===== config.mk =====
export PLATFORM = sky130hd
export DESIGN_NAME = aslu_core
export DESIGN_NICKNAME = d
export VERILOG_FILES = /design/src/aslu_pkg.sv /design/src/aslu_tick_if.sv /design/src/aslu_base_clk.sv /design/src/aslu_core.sv
export SDC_FILE = /design/constraint.sdc
export NUM_CORES = 1
export LEC_CHECK = 0
export BUFFER_PORTS_ARGS = -buffer_cell sky130_fd_sc_hd__buf_2
export CAP_MARGIN = 20
export CORE_ASPECT_RATIO = 1.25
export CORE_MARGIN = 3
export CORE_UTILIZATION = 48
export DETAILED_ROUTE_END_ITERATION = 8
export GPL_TIMING_DRIVEN = 0
export PLACE_DENSITY = 0.66
export SETUP_SLACK_MARGIN = 0.4
export SYNTH_ARGS = -nofsm -noshare
export SYNTH_HDL_FRONTEND = slang
export SYNTH_HIERARCHICAL = 1
export SYNTH_SLANG_ARGS = --single-unit

===== constraint.sdc =====
create_clock -name I_CLK -period 4.5 [get_ports I_CLK]
set_input_delay 1.35 -clock I_CLK [delete_from_list [all_inputs] [get_ports I_CLK]]
set_output_delay 1.35 -clock I_CLK [all_outputs]
set_load 0.005 [all_outputs]

===== src/aslu_pkg.sv =====
// Purpose: shared constants and types of the serial transceiver core
// Assumes: 8-bit cpu data, 16-bit cpu addresses
// Notes: one base clock tick per falling edge of the internal base clock
package aslu_pkg;
  // ***************************************************
  // register map
  // ***************************************************
  localparam logic [15:0] ADR_MODE = 16'hff50;
  localparam logic [15:0] ADR_TXB = 16'hff51;
  localparam logic [15:0] ADR_RXB = 16'hff52;
  localparam logic [15:0] ADR_ERR = 16'hff53;
  localparam logic [15:0] ADR_TXST = 16'hff55;
  localparam logic [7:0] MODE_RST = 8'h01;
  localparam logic [7:0] BUF_RST = 8'hff;
  localparam logic [7:0] STAT_RST = 8'h00;
  // ***************************************************
  // field positions
  // ***************************************************
  localparam int B_POWER = 7;
  localparam int B_TXE = 6;
  localparam int B_RXE = 5;
  localparam int B_PSH = 4;
  localparam int B_PSL = 3;
  localparam int B_LEN = 2;
  localparam int B_STOP = 1;
  localparam int B_ROUTE = 0;
  localparam int B_PE = 2;
  localparam int B_FE = 1;
  localparam int B_OVE = 0;
  localparam int B_TXBF = 1;
  localparam int B_TXSF = 0;
  localparam logic [1:0] PAR_NONE = 2'h0;
  localparam logic [1:0] PAR_ZERO = 2'h1;
  localparam logic [1:0] PAR_ODD = 2'h2;
  localparam logic [1:0] PAR_EVEN = 2'h3;
  // ***************************************************
  // timing counts
  // ***************************************************
  localparam int BASE_HALF_CLKS = 1;
  localparam int BIT_BASE_CLKS = 16;
  typedef enum logic [4:0] {
    ST_IDLE = 5'h01, ST_START = 5'h02, ST_DATA = 5'h04, ST_PAR = 5'h08, ST_STOP = 5'h10
  } aslu_st_e;
endpackage


===== src/aslu_tick_if.sv =====
// Purpose: base clock tick carrier between divider and core
// Assumes: one system clock
// Notes: base_fall is a one-cycle pulse
`timescale 1ns/1ps
interface aslu_tick_if;
  logic base_clk;
  logic base_fall;
  modport src (output base_clk, output base_fall);
  modport snk (input base_clk, input base_fall);
endinterface


===== src/aslu_base_clk.sv =====
// Purpose: internal base clock divider, held low while gated
// Assumes: i_rst_b low stops the clock at low level
// Notes: base_fall marks each falling edge
`timescale 1ns/1ps
module aslu_base_clk #(
  parameter int HALF_CLKS = aslu_pkg::BASE_HALF_CLKS
) (
  input wire logic i_clk,
  input wire logic i_rst_b,
  aslu_tick_if.src t
);
  import aslu_pkg::*;
  logic [7:0] cnt_r, cnt_nxt;
  logic clk_r, clk_nxt;
  logic fall_r, fall_nxt;
  always_comb begin
    cnt_nxt = cnt_r + 8'h01;
    clk_nxt = clk_r;
    fall_nxt = 1'b0;
    if (cnt_r == 8'(HALF_CLKS - 1)) begin
      cnt_nxt = 8'h00;
      clk_nxt = ~clk_r;
      fall_nxt = clk_r;
    end
  end
  always_ff @(posedge i_clk or negedge i_rst_b) begin
    if (!i_rst_b) begin
      cnt_r <= 8'h00;
      clk_r <= 1'b0;
      fall_r <= 1'b0;
    end else begin
      cnt_r <= cnt_nxt;
      clk_r <= clk_nxt;
      fall_r <= fall_nxt;
    end
  end
  assign t.base_clk = clk_r;
  assign t.base_fall = fall_r;
endmodule


===== src/aslu_core.sv =====
// Purpose: asynchronous serial transceiver core with mode, buffers and shifters
// Assumes: base clock derived internally; bit time is a fixed count of base clocks
// Notes: power gate low holds the whole serial circuit in reset
// Notes on behaviour
// RULE1 - 7-bit lsb-first: bits 0..6, top zero
// RULE2 - 7-bit msb-first: bits 1..7, bit 0 zero
// RULE3 - overrun keeps old receive buffer contents
// RULE4 - receive buffer read-only, resets ff, loads per character
// RULE5 - transmit buffer write starts sending, resets ff
// RULE6 - shifter loads after first write or frame end
// RULE7 - load and shift on base clock falling edge
// RULE8 - no write while buffer full flag set
// RULE9 - no same-value rewrite while communicating
// RULE10 - wait one base clock after transmit enable
// RULE11 - mode register resets 01, fixed field layout
// RULE12 - power gate low resets circuit, pin high
// RULE13 - enable low synchronously resets its half
// RULE14 - parity field: none, zero, odd, even
// RULE15 - zero parity never flags parity error
// RULE16 - length bit selects 7 or 8 bits
// RULE17 - stop bits set transmit only; receive checks one
// RULE18 - routing bit picks error or complete interrupt
// RULE19 - power gate on first, off last
// RULE20 - receiver enabled on low line starts receiving
// RULE21 - enables synced to base clock, two-clock gap
// RULE22 - change mode fields only while disabled
`timescale 1ns/1ps
module aslu_core #(
  parameter int BIT_CLKS = aslu_pkg::BIT_BASE_CLKS,
  parameter int HALF_CLKS = aslu_pkg::BASE_HALF_CLKS
) (
  input wire logic I_CLK,
  input wire logic I_RST_B,
  input wire logic [15:0] I_ADDR,
  input wire logic I_WR,
  input wire logic I_RD,
  input wire logic [7:0] I_WDATA,
  output logic [7:0] O_RDATA,
  input wire logic I_MSB_FIRST,
  input wire logic I_SERIAL_IN_PIN,
  output logic O_SERIAL_OUT_PIN,
  output logic O_RECEIVE_COMPLETE_IRQ,
  output logic O_RECEIVE_ERROR_IRQ,
  output logic O_TRANSMIT_COMPLETE_IRQ
);
  import aslu_pkg::*;
  localparam int LOAD_WAIT = 2 * HALF_CLKS + 2;
  function automatic logic hit(input logic [15:0] a, input logic [15:0] off);
    hit = (a == off);
  endfunction
  function automatic logic [7:0] rev8(input logic [7:0] d);
    for (int i = 0; i < 8; i++) begin
      rev8[i] = d[7 - i];
    end
  endfunction
  // ***************************************************
  // cpu registers
  // ***************************************************
  logic [7:0] mode_r, mode_nxt, txb_r, txb_nxt, rdata_r, rdata_nxt;
  logic core_rst_b, base_fall, txb_wr, rd_rxb, rd_err;
  logic [7:0] rxb_r, err_r, txst;

  assign core_rst_b = I_RST_B & mode_r[B_POWER];
  assign txb_wr = I_WR & hit(I_ADDR, ADR_TXB);
  assign rd_rxb = I_RD & hit(I_ADDR, ADR_RXB);
  assign rd_err = I_RD & hit(I_ADDR, ADR_ERR);
  always_comb begin
    mode_nxt = mode_r;
    txb_nxt = txb_r;
    rdata_nxt = rdata_r;
    if (I_WR && hit(I_ADDR, ADR_MODE)) begin
      mode_nxt = I_WDATA;
    end
    if (txb_wr) begin
      txb_nxt = I_WDATA;
    end
    if (I_RD) begin
      rdata_nxt = 8'h00;
      if (hit(I_ADDR, ADR_MODE)) rdata_nxt = mode_r;
      if (hit(I_ADDR, ADR_TXB)) rdata_nxt = txb_r;
      if (hit(I_ADDR, ADR_RXB)) rdata_nxt = rxb_r;
      if (hit(I_ADDR, ADR_ERR)) rdata_nxt = err_r;
      if (hit(I_ADDR, ADR_TXST)) rdata_nxt = txst;
    end
  end
  always_ff @(posedge I_CLK or negedge I_RST_B) begin
    if (!I_RST_B) begin
      mode_r <= MODE_RST; // [RULE11]
      txb_r <= BUF_RST; // [RULE5]
      rdata_r <= 8'h00;
    end else begin
      mode_r <= mode_nxt;
      txb_r <= txb_nxt;
      rdata_r <= rdata_nxt;
    end
  end
  assign O_RDATA = rdata_r;
  // ***************************************************
  // base clock and enable sync
  // ***************************************************
  aslu_tick_if tick ();
  aslu_base_clk #(.HALF_CLKS(HALF_CLKS)) u_base (.i_clk(I_CLK), .i_rst_b(core_rst_b), .t(tick));
  assign base_fall = tick.base_fall;
  logic tx_en_r, tx_en_nxt, rx_en_r, rx_en_nxt;
  logic [2:0] sync_r, sync_nxt;
  logic rx_in_r, rx_in_nxt;
  always_comb begin
    tx_en_nxt = base_fall ? mode_r[B_TXE] : tx_en_r; // [RULE21]
    rx_en_nxt = base_fall ? mode_r[B_RXE] : rx_en_r; // [RULE21]
    sync_nxt = {sync_r[1:0], I_SERIAL_IN_PIN};
    rx_in_nxt = (sync_r[1] == sync_r[2]) ? sync_r[2] : rx_in_r;
  end
  always_ff @(posedge I_CLK or negedge core_rst_b) begin
    if (!core_rst_b) begin
      tx_en_r <= 1'b0;
      rx_en_r <= 1'b0;
      sync_r <= 3'h7;
      rx_in_r <= 1'b1; // [RULE12]
    end else begin
      tx_en_r <= tx_en_nxt;
      rx_en_r <= rx_en_nxt;
      sync_r <= sync_nxt;
      rx_in_r <= rx_in_nxt;
    end
  end
  // ***************************************************
  // transmitter
  // ***************************************************
  aslu_st_e tx_st_r, tx_st_nxt;
  logic [7:0] txs_r, txs_nxt, tx_cnt_r, tx_cnt_nxt;
  logic [2:0] tx_idx_r, tx_idx_nxt;
  logic txbf_r, txbf_nxt, txsf_r, txsf_nxt, tx_out_r, tx_out_nxt;
  logic tx_par_r, tx_par_nxt, tx_stp_r, tx_stp_nxt, tx_irq_r, tx_irq_nxt;
  logic [7:0] tx_load;
  logic [2:0] last_idx;
  assign last_idx = mode_r[B_LEN] ? 3'h7 : 3'h6; // [RULE16]
  assign tx_load = I_MSB_FIRST ? rev8(txb_r) : txb_r;
  assign txst = {6'h00, txbf_r, txsf_r};
  always_comb begin
    logic [7:0] dm;
    dm = mode_r[B_LEN] ? tx_load : {1'b0, tx_load[6:0]};
    tx_st_nxt = tx_st_r;
    txs_nxt = txs_r;
    tx_cnt_nxt = tx_cnt_r;
    tx_idx_nxt = tx_idx_r;
    txbf_nxt = txbf_r;
    txsf_nxt = txsf_r;
    tx_out_nxt = tx_out_r;
    tx_par_nxt = tx_par_r;
    tx_stp_nxt = tx_stp_r;
    tx_irq_nxt = 1'b0;
    if (!tx_en_r) begin
      tx_st_nxt = ST_IDLE; // [RULE13]
      txbf_nxt = 1'b0;
      txsf_nxt = 1'b0;
      tx_out_nxt = 1'b1;
      tx_cnt_nxt = 8'h00;
    end else begin
      if (txb_wr) txbf_nxt = 1'b1; // [RULE5]
      if (base_fall) begin // [RULE7]
        tx_cnt_nxt = tx_cnt_r + 8'h01;
        if (tx_cnt_r == 8'(BIT_CLKS - 1)) tx_cnt_nxt = 8'h00;
        unique case (tx_st_r)
          ST_IDLE: begin
            tx_cnt_nxt = 8'h00;
          end
          ST_START: begin
            if (tx_cnt_r == 8'(BIT_CLKS - 1)) begin
              tx_st_nxt = ST_DATA;
              tx_out_nxt = txs_r[0];
              tx_idx_nxt = 3'h0;
            end
          end
          ST_DATA: begin
            if (tx_cnt_r == 8'(BIT_CLKS - 1)) begin
              txs_nxt = {1'b1, txs_r[7:1]};
              tx_out_nxt = txs_r[1];
              tx_idx_nxt = tx_idx_r + 3'h1;
              if (tx_idx_r == last_idx) begin
                tx_st_nxt = (mode_r[B_PSH:B_PSL] == PAR_NONE) ? ST_STOP : ST_PAR; // [RULE14]
                tx_out_nxt = (mode_r[B_PSH:B_PSL] == PAR_NONE) ? 1'b1 : tx_par_r;
                tx_stp_nxt = 1'b0;
              end
            end
          end
          ST_PAR: begin
            if (tx_cnt_r == 8'(BIT_CLKS - 1)) begin
              tx_st_nxt = ST_STOP;
              tx_out_nxt = 1'b1;
            end
          end
          ST_STOP: begin
            if (tx_cnt_r == 8'(BIT_CLKS - 1)) begin
              if (mode_r[B_STOP] && !tx_stp_r) begin
                tx_stp_nxt = 1'b1; // [RULE17]
              end else begin
                tx_irq_nxt = 1'b1;
                tx_st_nxt = ST_IDLE;
                txsf_nxt = 1'b0;
              end
            end
          end
        endcase
        if (txbf_r && (tx_st_r == ST_IDLE || tx_irq_nxt)) begin // [RULE6]
          txs_nxt = tx_load;
          txbf_nxt = 1'b0;
          txsf_nxt = 1'b1;
          tx_st_nxt = ST_START;
          tx_out_nxt = 1'b0;
          tx_cnt_nxt = 8'h00;
          unique case (mode_r[B_PSH:B_PSL]) // [RULE14]
            PAR_ODD: tx_par_nxt = ~(^dm);
            PAR_EVEN: tx_par_nxt = ^dm;
            default: tx_par_nxt = 1'b0;
          endcase
        end
      end
    end
  end
  always_ff @(posedge I_CLK or negedge core_rst_b) begin
    if (!core_rst_b) begin
      tx_st_r <= ST_IDLE;
      txs_r <= BUF_RST;
      tx_cnt_r <= 8'h00;
      tx_idx_r <= 3'h0;
      txbf_r <= 1'b0;
      txsf_r <= 1'b0;
      tx_out_r <= 1'b1; // [RULE12]
      tx_par_r <= 1'b0;
      tx_stp_r <= 1'b0;
      tx_irq_r <= 1'b0;
    end else begin
      tx_st_r <= tx_st_nxt;
      txs_r <= txs_nxt;
      tx_cnt_r <= tx_cnt_nxt;
      tx_idx_r <= tx_idx_nxt;
      txbf_r <= txbf_nxt;
      txsf_r <= txsf_nxt;
      tx_out_r <= tx_out_nxt;
      tx_par_r <= tx_par_nxt;
      tx_stp_r <= tx_stp_nxt;
      tx_irq_r <= tx_irq_nxt;
    end
  end
  assign O_SERIAL_OUT_PIN = tx_out_r;
  assign O_TRANSMIT_COMPLETE_IRQ = tx_irq_r;
  // ***************************************************
  // receiver
  // ***************************************************
  aslu_st_e rx_st_r, rx_st_nxt;
  logic [7:0] rxs_r, rxs_nxt, rx_cnt_r, rx_cnt_nxt, rxb_nxt, err_nxt, rx_data;
  logic [2:0] rx_idx_r, rx_idx_nxt;
  logic rx_pb_r, rx_pb_nxt, full_r, full_nxt, rx_mid, rx_finish, rx_pe, rx_bad;
  logic ok_irq_r, ok_irq_nxt, err_irq_r, err_irq_nxt, rxb_load_r, rxb_load_nxt;
  assign rx_mid = base_fall && (rx_cnt_r == 8'(BIT_CLKS - 1));
  assign rx_finish = rx_en_r && rx_mid && (rx_st_r == ST_STOP);
  always_comb begin
    logic [7:0] d;
    d = mode_r[B_LEN] ? rxs_r : {1'b0, rxs_r[7:1]};
    rx_data = I_MSB_FIRST ? rev8(d) : d; // [RULE1] [RULE2]
    unique case (mode_r[B_PSH:B_PSL]) // [RULE15]
      PAR_ODD: rx_pe = ~(^d ^ rx_pb_r);
      PAR_EVEN: rx_pe = ^d ^ rx_pb_r;
      default: rx_pe = 1'b0;
    endcase
    rx_bad = rx_pe | ~rx_in_r | full_r;
  end
  always_comb begin
    rx_st_nxt = rx_st_r;
    rxs_nxt = rxs_r;
    rx_cnt_nxt = rx_cnt_r;
    rx_idx_nxt = rx_idx_r;
    rx_pb_nxt = rx_pb_r;
    rxb_nxt = rxb_r;
    err_nxt = rd_err ? STAT_RST : err_r;
    full_nxt = rd_rxb ? 1'b0 : full_r;
    ok_irq_nxt = 1'b0;
    err_irq_nxt = 1'b0;
    rxb_load_nxt = 1'b0;
    if (!rx_en_r) begin
      rx_st_nxt = ST_IDLE; // [RULE13]
      rx_cnt_nxt = 8'h00;
      err_nxt = STAT_RST;
    end else if (base_fall) begin
      rx_cnt_nxt = rx_mid ? 8'h00 : rx_cnt_r + 8'h01;
      unique case (rx_st_r)
        ST_IDLE: begin
          rx_cnt_nxt = 8'(BIT_CLKS / 2);
          if (!rx_in_r) rx_st_nxt = ST_START; // [RULE20]
        end
        ST_START: begin
          if (rx_mid) begin
            rx_st_nxt = rx_in_r ? ST_IDLE : ST_DATA;
            rx_idx_nxt = 3'h0;
          end
        end
        ST_DATA: begin
          if (rx_mid) begin
            rxs_nxt = {rx_in_r, rxs_r[7:1]};
            rx_idx_nxt = rx_idx_r + 3'h1;
            if (rx_idx_r == last_idx) begin // [RULE16]
              rx_st_nxt = (mode_r[B_PSH:B_PSL] == PAR_NONE) ? ST_STOP : ST_PAR;
            end
          end
        end
        ST_PAR: begin
          if (rx_mid) begin
            rx_pb_nxt = rx_in_r;
            rx_st_nxt = ST_STOP;
          end
        end
        ST_STOP: begin
          if (rx_mid) begin // [RULE17]
            rx_st_nxt = ST_IDLE;
            err_nxt[B_PE] = err_nxt[B_PE] | rx_pe;
            err_nxt[B_FE] = err_nxt[B_FE] | ~rx_in_r;
            err_nxt[B_OVE] = err_nxt[B_OVE] | full_r;
            if (!full_r) begin // [RULE3]
              rxb_nxt = rx_data; // [RULE4]
              full_nxt = 1'b1;
              rxb_load_nxt = 1'b1;
            end
            err_irq_nxt = rx_bad & ~mode_r[B_ROUTE]; // [RULE18]
            ok_irq_nxt = ~rx_bad | mode_r[B_ROUTE];
          end
        end
      endcase
    end
  end
  always_ff @(posedge I_CLK or negedge core_rst_b) begin
    if (!core_rst_b) begin
      rx_st_r <= ST_IDLE;
      rxs_r <= BUF_RST;
      rx_cnt_r <= 8'h00;
      rx_idx_r <= 3'h0;
      rx_pb_r <= 1'b0;
      rxb_r <= BUF_RST; // [RULE4] [RULE12]
      err_r <= STAT_RST;
      full_r <= 1'b0;
      ok_irq_r <= 1'b0;
      err_irq_r <= 1'b0;
      rxb_load_r <= 1'b0;
    end else begin
      rx_st_r <= rx_st_nxt;
      rxs_r <= rxs_nxt;
      rx_cnt_r <= rx_cnt_nxt;
      rx_idx_r <= rx_idx_nxt;
      rx_pb_r <= rx_pb_nxt;
      rxb_r <= rxb_nxt;
      err_r <= err_nxt;
      full_r <= full_nxt;
      ok_irq_r <= ok_irq_nxt;
      err_irq_r <= err_irq_nxt;
      rxb_load_r <= rxb_load_nxt;
    end
  end
  assign O_RECEIVE_COMPLETE_IRQ = ok_irq_r;
  assign O_RECEIVE_ERROR_IRQ = err_irq_r;
endmodule


==> results by group, run 1 <==
Outcome
  – Status: finished, final reports clean

Synth
  – Seq/Total Area, Yosys: 48.1%
  – Synth top area share: 29.9%
  – Top-count cell post-synth: dfrtp_1
  – Synth Register Bits: about 110
  – Post-synth EDFFs: 0
  – Cell taking the most area after synthesis: dfrtp_1
  – Synth cell types: 61
  – Synth Flop Type: dfrtp_1
  – Post-Syn Area: between 5000 and 6000 µm²
  – Top post-synthesis cells by area: dfrtp_1 30%, dfstp_2 18%, mux2_2 8.6%
  – Syn_nets: 606
  – Syn_area_per_cell: 10.1 µm²
  – Synth Warn #: 6
  – Synth top cells by count: 69 x dfrtp_1, 57 x nand2_1, 46 x o21ai_0
  – Asr flop ratio synth: 100%
  – Synth Instances: between 500 and 600

Timing
  – Final setup margin: 1290 ps
  – Tmin final: 3210 ps
  – Slew at the pin closest to its max-slew limit: ~650 ps
  – Slew margin rel.: 56.7%
  – Final hold viol count: 0
  – Hold_ws: 324 ps
  – Fmax: 312 MHz
  – Final TNS setup: 0 ps
  – Period Utilization, post-route: a little under three quarters
  – Max-slew violation count: 0
  – Layout Skew: ~5.6 ps
  – Finish-stage setup viols: 0
  – RSZ-0062 raised after global routing: false

Cells and area
  – Nets: 657
  – Diode count: 0
  – Final design utilization: 56.3%
  – Area Overhead vs Synth: 13.8%
  – Non-Filler Instances: a little under 800
  – Final Instance Area: 6570 µm²
  – Layout cells sized above 1: 24.9%

Floorplan
  – Die ar.: 13400 µm²
  – Core Box Area: roughly 12000 µm²
  – Die W: around 100 µm
  – FP Rows: 44
  – Initial Util: between 40% and 50%
  – Die Height: 129 µm
  – Io pins: 42

Placement
  – Placed insts: 771
  – Placer Congestion: 0.930
  – HPWL after DPL: 9.22 mm
  – Port Buffer Count: 39
  – Place WS: 906 ps
  – Dpl cell area: 6200 µm²

Clock network
  – Clock sinks: 109
  – TritonCTS clock tree: done
  – Longest Clk Path Bufs: 2
  – CTS buffer count: 9
  – # hold bufs at CTS: 0
  – Postcts setup bufs: 0
  – Root buffer cell: clkbuf_16
  – H-tree depth: 3
  – Clock latency on the worst-skew pair: 350 ps
  – Cts repair resizes: 0
  – Clk pin slew, worst setup/hold paths: 70 ps

Worst setup path
  – CP endpoint kind: flop
  – CP required: 4730 ps
  – WS Path Type: in2reg
  – Startpoint Class: input port
  – CP arrival: 3440 ps
  – Crit Path Max Fanout: 5
  – Reg2Reg Depth: 7
  – Reg2reg setup slack: between 1500 and 2000 ps
  – Worst reg2reg path endpoint: txs_r[4]$_DFFE_PN1P_
  – Worst R2R Start: tx_st_r[3]$_DFFE_PN0P_

Detailed routing
  – Total Wirelength: 12.6 mm
  – Routed vias: 4436
  – Initial drt markers: ~290
  – Mean routed wirelength per cell: 16.0 µm
  – DRT Pass-1 Iters: 5
  – Residual DRC count: 0
  – Routed Antenna Nets: 0
  – Post-DR vias/cell: approximately 5.6

GRT
  – Largest net degree at the start of global routing: 67
  – Global-route wire length before repair: 21.0 mm
  – Vias in the first global route: 4285
  – Total grt overflow: 0
  – GRT Util Overall: 19.5%
  – Initial antenna violation count: 0

Run
  – Max-Cap Viols: 0

Worst hold path
  – Hold Path Class: reg2async

Pwr
  – Pwr Density: between 300 and 400 nW/µm²
  – P_leak: between 2 and 3 nW
  – Worst VDD drop: 0.168 mV
  – Tot Pwr: between 2 and 2.5 mW
-- logic make-up (layout without fill, tap and decap cells) --
kind of cell | count (synthesis) | count (layout) | share of synthesized area, %
flip-flops | 109 | 109 | 48.1
XOR/XNOR | 27 | 27 | 4.81
buffers and inverters | 50 | 106 | 3.29
adder cells (fa/ha/maj) | 7 | 7 | 1.47
AO/OA/AOI/OAI | 127 | 127 | 12.9
multiplexers | 61 | 61 | 11.9
AND/OR/NAND/NOR | 189 | 189 | 17.5
-- cells in the final DEF (no fill, tap or decap), types with 4 or more instances in the layout --
cell / netlist / routed
o21ai_0: 46 / 46
mux2_2: 44 / 44
o31ai_1: 4 / 4
o21bai_1: 5 / 5
nand3b_1: 7 / 7
dfrtp_1: 69 / 69
nand4_1: 7 / 7
xor2_1: 9 / 9
and2_1: 7 / 6
nand3_1: 20 / 20
a21oi_1: 37 / 37
or3_1: 6 / 6
clkbuf_1: 17 / 17
dfstp_2: 40 / 40
nor2_1: 36 / 36
a22oi_1: 4 / 4
buf_2: 2 / 41
inv_1: 27 / 27
nor4_1: 4 / 4
nand2_1: 57 / 57
nor3_1: 6 / 6
and3_1: 8 / 8
o22ai_1: 5 / 5
bufinv_16: 0 / 4
mux2i_1: 14 / 14
a31oi_1: 8 / 8
ha_1: 6 / 6
xnor2_1: 15 / 15
nor2b_1: 9 / 9
clkbuf_16: 0 / 9
nor3b_1: 6 / 6
-- layout make-up --
| class | instances | area [µm²] |
|---|---|---|
| fillers | 1023 | 5100 |
| multi-input cells | 411 | 2810 |
| flip-flops and latches | 109 | 2780 |
| clock buffers | 9 | 225 |
| repair buffers | 40 | 223 |
| well taps | 161 | 201 |
| clock inverters | 7 | 145 |
| inverters | 28 | 105 |
| plain buffers | 22 | 85.1 |
-- flip-flops by register name, summed over array words and instances (netlist names), 3 cells and up --
name,flops
O_RDATA,8
u_base/cnt_r,8
rxs_r,8
txb_r,8
err_r,3
rx_cnt_r,8
mode_r,8
sync_r,3
tx_idx_r,3
tx_cnt_r,8
tx_st_r,5
rx_idx_r,3
rxb_r,8
rx_st_r,5
txs_r,8
-- how the worst max path moves through the flow --
stage,from,endpoint,slack [ps],cells after the start
2_1_floorplan,I_RST_B,O_RECEIVE_COMPLETE_IRQ$_DFF_PN0_,560,1
3_3_place_gp,I_RST_B,rx_idx_r[2]$_DFFE_PN0P_,-1070,2
3_5_place_dp,I_ADDR[3],err_r[0]$_DFF_PN0_,910,7
4_1_cts,I_ADDR[3],err_r[1]$_DFF_PN0_,1300,7
5_1_grt,I_ADDR[3],err_r[1]$_DFF_PN0_,1060,7
6_report,I_ADDR[3],err_r[1]$_DFF_PN0_,1290,7
-- worst max-delay path, stage by stage --
cell     delay (ps)
buf_2            90
or4b_1          540
nor4_1          410
nor3b_1         590
a41oi_1         260
nand2_1         120
o21ai_0          70
-- report_power, final --
part | internal (mW) | switching [mW] | leakage [nW]
Sequential | 0.984 | 0.00355 | 1.35
Combinational | 0.0213 | 0.0309 | 1.29
Clock | 0.603 | 0.366 | 0.176
-- metal layers --
metal  share of wire [%]  GRT usage, %
met1                  45          25.2
met3                 4.6          3.81
met4                 2.6          8.37
met2                  48          32.2
met5                   0             0
No activity file was read; power rests on OpenSTA's default activity.
==> run 2: changes to the inputs <==
Clock period 4.5 ns to 3 ns, I/O delays scaled along.
==> run 2 against run 1 <==
Against the previous run:
- register-to-register slack worse by 1200 ps
- routed wire length up 1.2%
- combinational power up 56%
- setup slack worse by 880 ps
- critical path depth down 1
- cell area down 0.42%
- clock power up 18%
- count of clock-buffer cells in the layout up 2
- largest cell class unchanged
==> results by group, run 2 (synthesized netlist as in run 1, its figures left out) <==
Detailed routing
  – Post-DR vias/cell: 5.55 (was 5.64)
  – DRT Pass-1 Iters: 4 (was 5)
  – Initial drt markers: 312 (was 294)
  – Mean routed wirelength per cell: 16.2 µm (was 16.0 µm)
  – Residual DRC count: 0 (unchanged)
  – Total Wirelength: 12.8 mm (was 12.6 mm)
  – Routed vias: 4367 (was 4436)
  – Routed Antenna Nets: 0 (unchanged)

Worst setup path
  – CP required: 3250 ps (was 4730 ps)
  – Crit path cell chain: buf_2 -> or4b_4 -> or4_4 -> nor3_4 -> nand3_4 -> mux2_4 (was buf_2 -> or4b_1 -> nor4_1 -> nor3b_1 -> a41oi_1 -> nand2_1 -> o21ai_0)
  – Delay-heaviest family, CP: simple AND/OR/NAND/NOR gates (unchanged)
  – Startpoint Class: input port (unchanged)
  – Crit Path Max Fanout: 8 (was 5)
  – Buf/Inv on CP: 1 (unchanged)
  – CP endpoint kind: flop (unchanged)
  – Reg2reg setup slack: 580 ps (was 1790 ps)
  – WS Path Type: in2reg (unchanged)
  – Critical Path Max Stage Delay: 550 ps (was 590 ps)
  – Critical-path top delay cell: or4b_4 (was nor3b_1)
  – CP arrival: 2840 ps (was 3440 ps)

Cells and area
  – Multi-input gate area: 2870 µm² (was 2810 µm²)
  – Most frequent cells in the layout: 69 x dfrtp_1, 57 x nand2_1, 46 x o21ai_0 (unchanged)
  – Non-Filler Instances: 787 (unchanged)
  – Diode count: 0 (unchanged)
  – Layout cells sized above 1: 26.0% (was 24.9%)
  – Area Overhead vs Synth: 13.3% (was 13.8%)
  – Nets: 657 (unchanged)
  – Commonest non-fill, non-tap cell in the layout: dfrtp_1 (unchanged)
  – Register Area: 2780 µm² (unchanged)
  – Layout fillers: 1059 (was 1023)

Run
  – Max-Cap Viols: 0 (unchanged)

Floorplan
  – Die Height: 129 µm (unchanged)
  – FP Rows: 44 (unchanged)
  – Die W: 104 µm (unchanged)
  – Initial Util: 49.5% (unchanged)
  – Core Box Area: 11700 µm² (unchanged)
  – Io pins: 42 (unchanged)
  – Die ar.: 13400 µm² (unchanged)

Timing
  – Slew at the pin closest to its max-slew limit: 625 ps (was 649 ps)
  – Fmax: 387 MHz
  – Hold_ws: 355 ps (was 324 ps)
  – Slew margin rel.: 58.3% (was 56.7%)
  – Final hold viol count: 0 (unchanged)
  – Max-slew violation count: 0 (unchanged)
  – RSZ-0062 raised after global routing: true (was false)
  – Period Utilization, post-route: 86.2%
  – Layout Skew: 11.8 ps (was 5.64 ps)
  – Finish-stage setup viols: 0 (unchanged)
  – Final TNS setup: 0 ps (unchanged)
  – Tmin final: 2590 ps
  – Final setup margin: 414 ps (was 1290 ps)

Placement
  – HPWL after DPL: 9.27 mm (was 9.22 mm)
  – Placed insts: 771 (unchanged)
  – Port Buffer Count: 39 (unchanged)
  – Place WS: 50.7 ps (was 906 ps)
  – Placer Congestion: 0.915 (was 0.930)

Clock network
  – H-tree depth: 3 (unchanged)
  – Postcts setup bufs: 0 (unchanged)
  – # hold bufs at CTS: 0 (unchanged)
  – Clock latency on the worst-skew pair: 360 ps (was 350 ps)
  – Longest Clk Path Bufs: 2 (unchanged)
  – TritonCTS clock tree: done (unchanged)
  – Root buffer cell: clkbuf_16 (unchanged)
  – Clk pin slew, worst setup/hold paths: 80 ps (was 70 ps)
  – Clock sinks: 109 (unchanged)
  – CTS buffer count: 9 (unchanged)

Worst hold path
  – Hold Path Class: reg2async (unchanged)

GRT
  – Largest net degree at the start of global routing: 68 (was 67)
  – Initial antenna violation count: 0 (unchanged)
  – Global-route wire length before repair: 21.1 mm (was 21.0 mm)
  – Total grt overflow: 0 (unchanged)
  – GRT Util Overall: 19.9% (was 19.5%)
  – Vias in the first global route: 4253 (was 4285)

Pwr
  – Pwr Density: 413 nW/µm² (was 306 nW/µm²)
  – Worst VDD drop: 0.272 mV (was 0.168 mV)
  – P_leak: 2.81 nW (was 2.82 nW)
  – Tot Pwr: 2.70 mW (was 2.01 mW)

Outcome
  – Status: finished, final reports clean (unchanged)
run 2: layout make-up:
type	instances	share of cell area [%]
multi-input combinational	411	43.9
sequential	109	42.5
clock buffer	11	3.71
timing repair buffer	40	3.40
tap	161	3.08
inverter	28	1.61
buffer	22	1.36
clock inverter	5	0.535
run 2: final timing paths:
kind	start	endpoint	cells past startpoint
setup / recovery	I_ADDR[3]	mode_r[6]$_DFFE_PN0P_	6
hold reg to reg	mode_r[7]$_DFFE_PN0P_	txbf_r$_DFF_PN0_	1
hold / removal	mode_r[7]$_DFFE_PN0P_	txbf_r$_DFF_PN0_	1
setup reg to reg	tx_st_r[3]$_DFFE_PN0P_	txs_r[6]$_DFFE_PN1P_	8
min in group I_CLK	sync_r[0]$_DFF_PN1_	sync_r[1]$_DFF_PN1_	0
max in group asynchronous	I_RST_B	sync_r[1]$_DFF_PN1_	3
run 2: per-layer routing:
layer / wire length (µm) / up-vias / track usage (%) / share of wire (%)
met5: 0 / - / 0 / 0
met4: 298 / 0 / 7.90 / 2.3
met3: 510 / 26 / 4.92 / 4.0
li1: - / 2127 / - / -
met1: 5760 / 2103 / 25.1 / 45
met2: 6190 / 111 / 33.3 / 49
run 2: per-stage QoR:
step	utilization (%)	area [µm²]
finish	56.1	6540
floorplan	-	5790
global placement	53.0	6190
detailed placement	53.2	6210
CTS	55.7	6500
global route	56.1	6540
run 2: timing repair:
item	CTS	global route
pin swaps	0	1
gates resized for setup	1	8
endpoints found under the setup margin	4	16
gates cloned	0	0
run 2: where the power goes:
group | switching, mW | internal [mW] | total, mW
logic | 0.0488 | 0.0327 | 0.0815
clock network | 0.550 | 0.589 | 1.14
registers | 0.00521 | 1.48 | 1.48
==> run 3: changes to the inputs <==
Settings changed: CORE_UTILIZATION 48 to 50, PLACE_DENSITY 0.66 to 0.68.
==> run 3 against run 2 <==
Against the previous run:
- first-iteration DRC count fell by 10%
- sequential power barely moved
- routed wire length rose by 0.23%
- clock power barely moved
- die area fell by 3.8%
- sequential share of layout area rose by 0.15 points
- combinational power fell by 2%
- maximum frequency rose by 2.5%
- flip-flop and latch count did not move
- setup slack improved by 62 ps
- critical endpoint unchanged
- largest power group unchanged
==> results by group, run 3 (synthesized netlist as in run 1, its figures left out) <==
GRT
  – Largest net degree at the start of global routing: 71 (was 68)
  – Vias in the first global route: 4354 (was 4253)
  – Initial antenna violation count: 0 (unchanged)
  – Global-route wire length before repair: 21.3 mm (was 21.1 mm)
  – GRT Util Overall: 20.7% (was 19.9%)
  – Total grt overflow: 0 (unchanged)

Cells and area
  – Area Overhead vs Synth: 12.9% (was 13.3%)
  – Layout cells sized above 1: 26.2% (was 26.0%)
  – Commonest non-fill, non-tap cell in the layout: dfrtp_1 (unchanged)
  – Nets: 657 (unchanged)
  – Layout fillers: 959 (was 1059)
  – Final Instance Area: 6520 µm² (was 6540 µm²)
  – Most frequent cells in the layout: 69 x dfrtp_1, 57 x nand2_1, 46 x o21ai_0 (unchanged)
  – Diode count: 0 (unchanged)

Clock network
  – Clk pin slew, worst setup/hold paths: 70 ps (was 80 ps)
  – TritonCTS clock tree: done (unchanged)
  – Clock latency on the worst-skew pair: 350 ps (was 360 ps)
  – H-tree depth: 3 (unchanged)
  – Root buffer cell: clkbuf_16 (unchanged)
  – # hold bufs at CTS: 0 (unchanged)
  – CTS buffer count: 9 (unchanged)
  – Longest Clk Path Bufs: 2 (unchanged)
  – Clock sinks: 109 (unchanged)
  – Postcts setup bufs: 0 (unchanged)

Floorplan
  – Io pins: 42 (unchanged)
  – FP Rows: 43 (was 44)
  – Die ar.: 12900 µm² (was 13400 µm²)
  – Die W: 102 µm (was 104 µm)
  – Initial Util: 51.6% (was 49.5%)
  – Die Height: 126 µm (was 129 µm)
  – Core Box Area: 11200 µm² (was 11700 µm²)

Detailed routing
  – Post-DR vias/cell: 5.83 (was 5.55)
  – Mean routed wirelength per cell: 16.8 µm (was 16.2 µm)
  – Initial drt markers: 280 (was 312)
  – Routed Antenna Nets: 0 (unchanged)
  – Routed vias: 4434 (was 4367)
  – Total Wirelength: 12.8 mm (about the same)
  – Residual DRC count: 0 (unchanged)
  – DRT Pass-1 Iters: 5 (was 4)

Timing
  – Period Utilization, post-route: 84.1% (was 86.2%)
  – Finish-stage setup viols: 0 (unchanged)
  – Max-slew violation count: 0 (unchanged)
  – Slew margin rel.: 58.5% (was 58.3%)
  – Fmax: 396 MHz (was 387 MHz)
  – Tmin final: 2520 ps (was 2590 ps)
  – RSZ-0062 raised after global routing: false (was true)
  – Slew at the pin closest to its max-slew limit: 623 ps (was 625 ps)
  – Layout Skew: 9.83 ps (was 11.8 ps)
  – Final hold viol count: 0 (unchanged)

Worst setup path
  – CP required: 3240 ps (was 3250 ps)
  – Startpoint Class: input port (unchanged)
  – Crit Path Max Fanout: 8 (unchanged)
  – WS Path Type: in2reg (unchanged)
  – CP arrival: 2760 ps (was 2840 ps)
  – CP endpoint kind: flop (unchanged)

Pwr
  – Pwr Density: 419 nW/µm² (was 413 nW/µm²)
  – P_leak: 2.81 nW (about the same)
  – Tot Pwr: 2.73 mW (was 2.70 mW)
  – Worst VDD drop: 0.246 mV (was 0.272 mV)

Placement
  – Port Buffer Count: 39 (unchanged)
  – Placer Congestion: 0.897 (was 0.915)
  – HPWL after DPL: 9.33 mm (was 9.27 mm)
  – Dpl cell area: 6180 µm² (was 6210 µm²)

Worst hold path
  – Hold Path Class: reg2async (unchanged)

Outcome
  – Status: finished, final reports clean (unchanged)

Run
  – Max-Cap Viols: 0 (unchanged)
==> run 3: per-stage QoR <==
step	setup slack [ps]	TNS (ps)	hold WS, ps	std cells	utilization, %
finish	476	0	335	761	58.3
global route	404	0	346	761	58.3
CTS	414	0	339	761	58.0
detailed placement	42.5	0	336	745	55.2
global placement	-345	-18290	346	744	55.0
floorplan	278	0	345	570	-
==> run 3: report_power, final <==
| part | internal (mW) | leakage (nW) | switching [mW] | total (mW) |
|---|---|---|---|---|
| Sequential | 1.48 | 1.35 | 0.00520 | 1.48 |
| Clock | 0.618 | 0.146 | 0.550 | 1.17 |
| Combinational | 0.0326 | 1.31 | 0.0474 | 0.0800 |
==> run 3: timing repair <==
action / 4_1_cts / 5_1_grt
pin swaps: 0 / 2
resized for setup: 1 / 7
setup endpoints to repair: 4 / 25
cloned: 0 / 0
==> run 3: layout make-up <==
class	count	area, µm²	share of cell area, %
Tap cell	135	169	2.59
Clock buffer	11	253	3.88
Multi-Input combinational cell	411	2860	43.9
Sequential cell	109	2780	42.6
Buffer	22	88.8	1.36
Timing Repair Buffer	40	223	3.42
Clock inverter	5	43.8	0.672
Inverter	28	105	1.61
==> run 3: worst paths after layout <==
check,depth (start not counted),end,slack [ps],startpoint
min in group I_CLK,0,sync_r[1]$_DFF_PN1_,360,sync_r[0]$_DFF_PN1_
max in group asynchronous,3,sync_r[0]$_DFF_PN1_,1310,I_RST_B
min,1,tx_par_r$_DFFE_PN0P_,330,mode_r[7]$_DFFE_PN0P_
min reg2reg,1,tx_par_r$_DFFE_PN0P_,330,mode_r[7]$_DFFE_PN0P_
max,6,mode_r[6]$_DFFE_PN0P_,480,I_ADDR[3]
max reg2reg,8,txs_r[6]$_DFFE_PN1P_,590,tx_st_r[3]$_DFFE_PN0P_
==> run 3: routing by layer <==
metal	part of all wire, %	global-route usage (%)
met5	0	0
met4	2.5	8.42
met3	4.2	3.16
met2	50	34.1
met1	44	26.9
==> run 3: critical path: stages <==
cell and delay (ps):
buf_2 90, or4b_4 530, or4_4 440, nor3_4 240
nand3_4 220, mux2_4 340
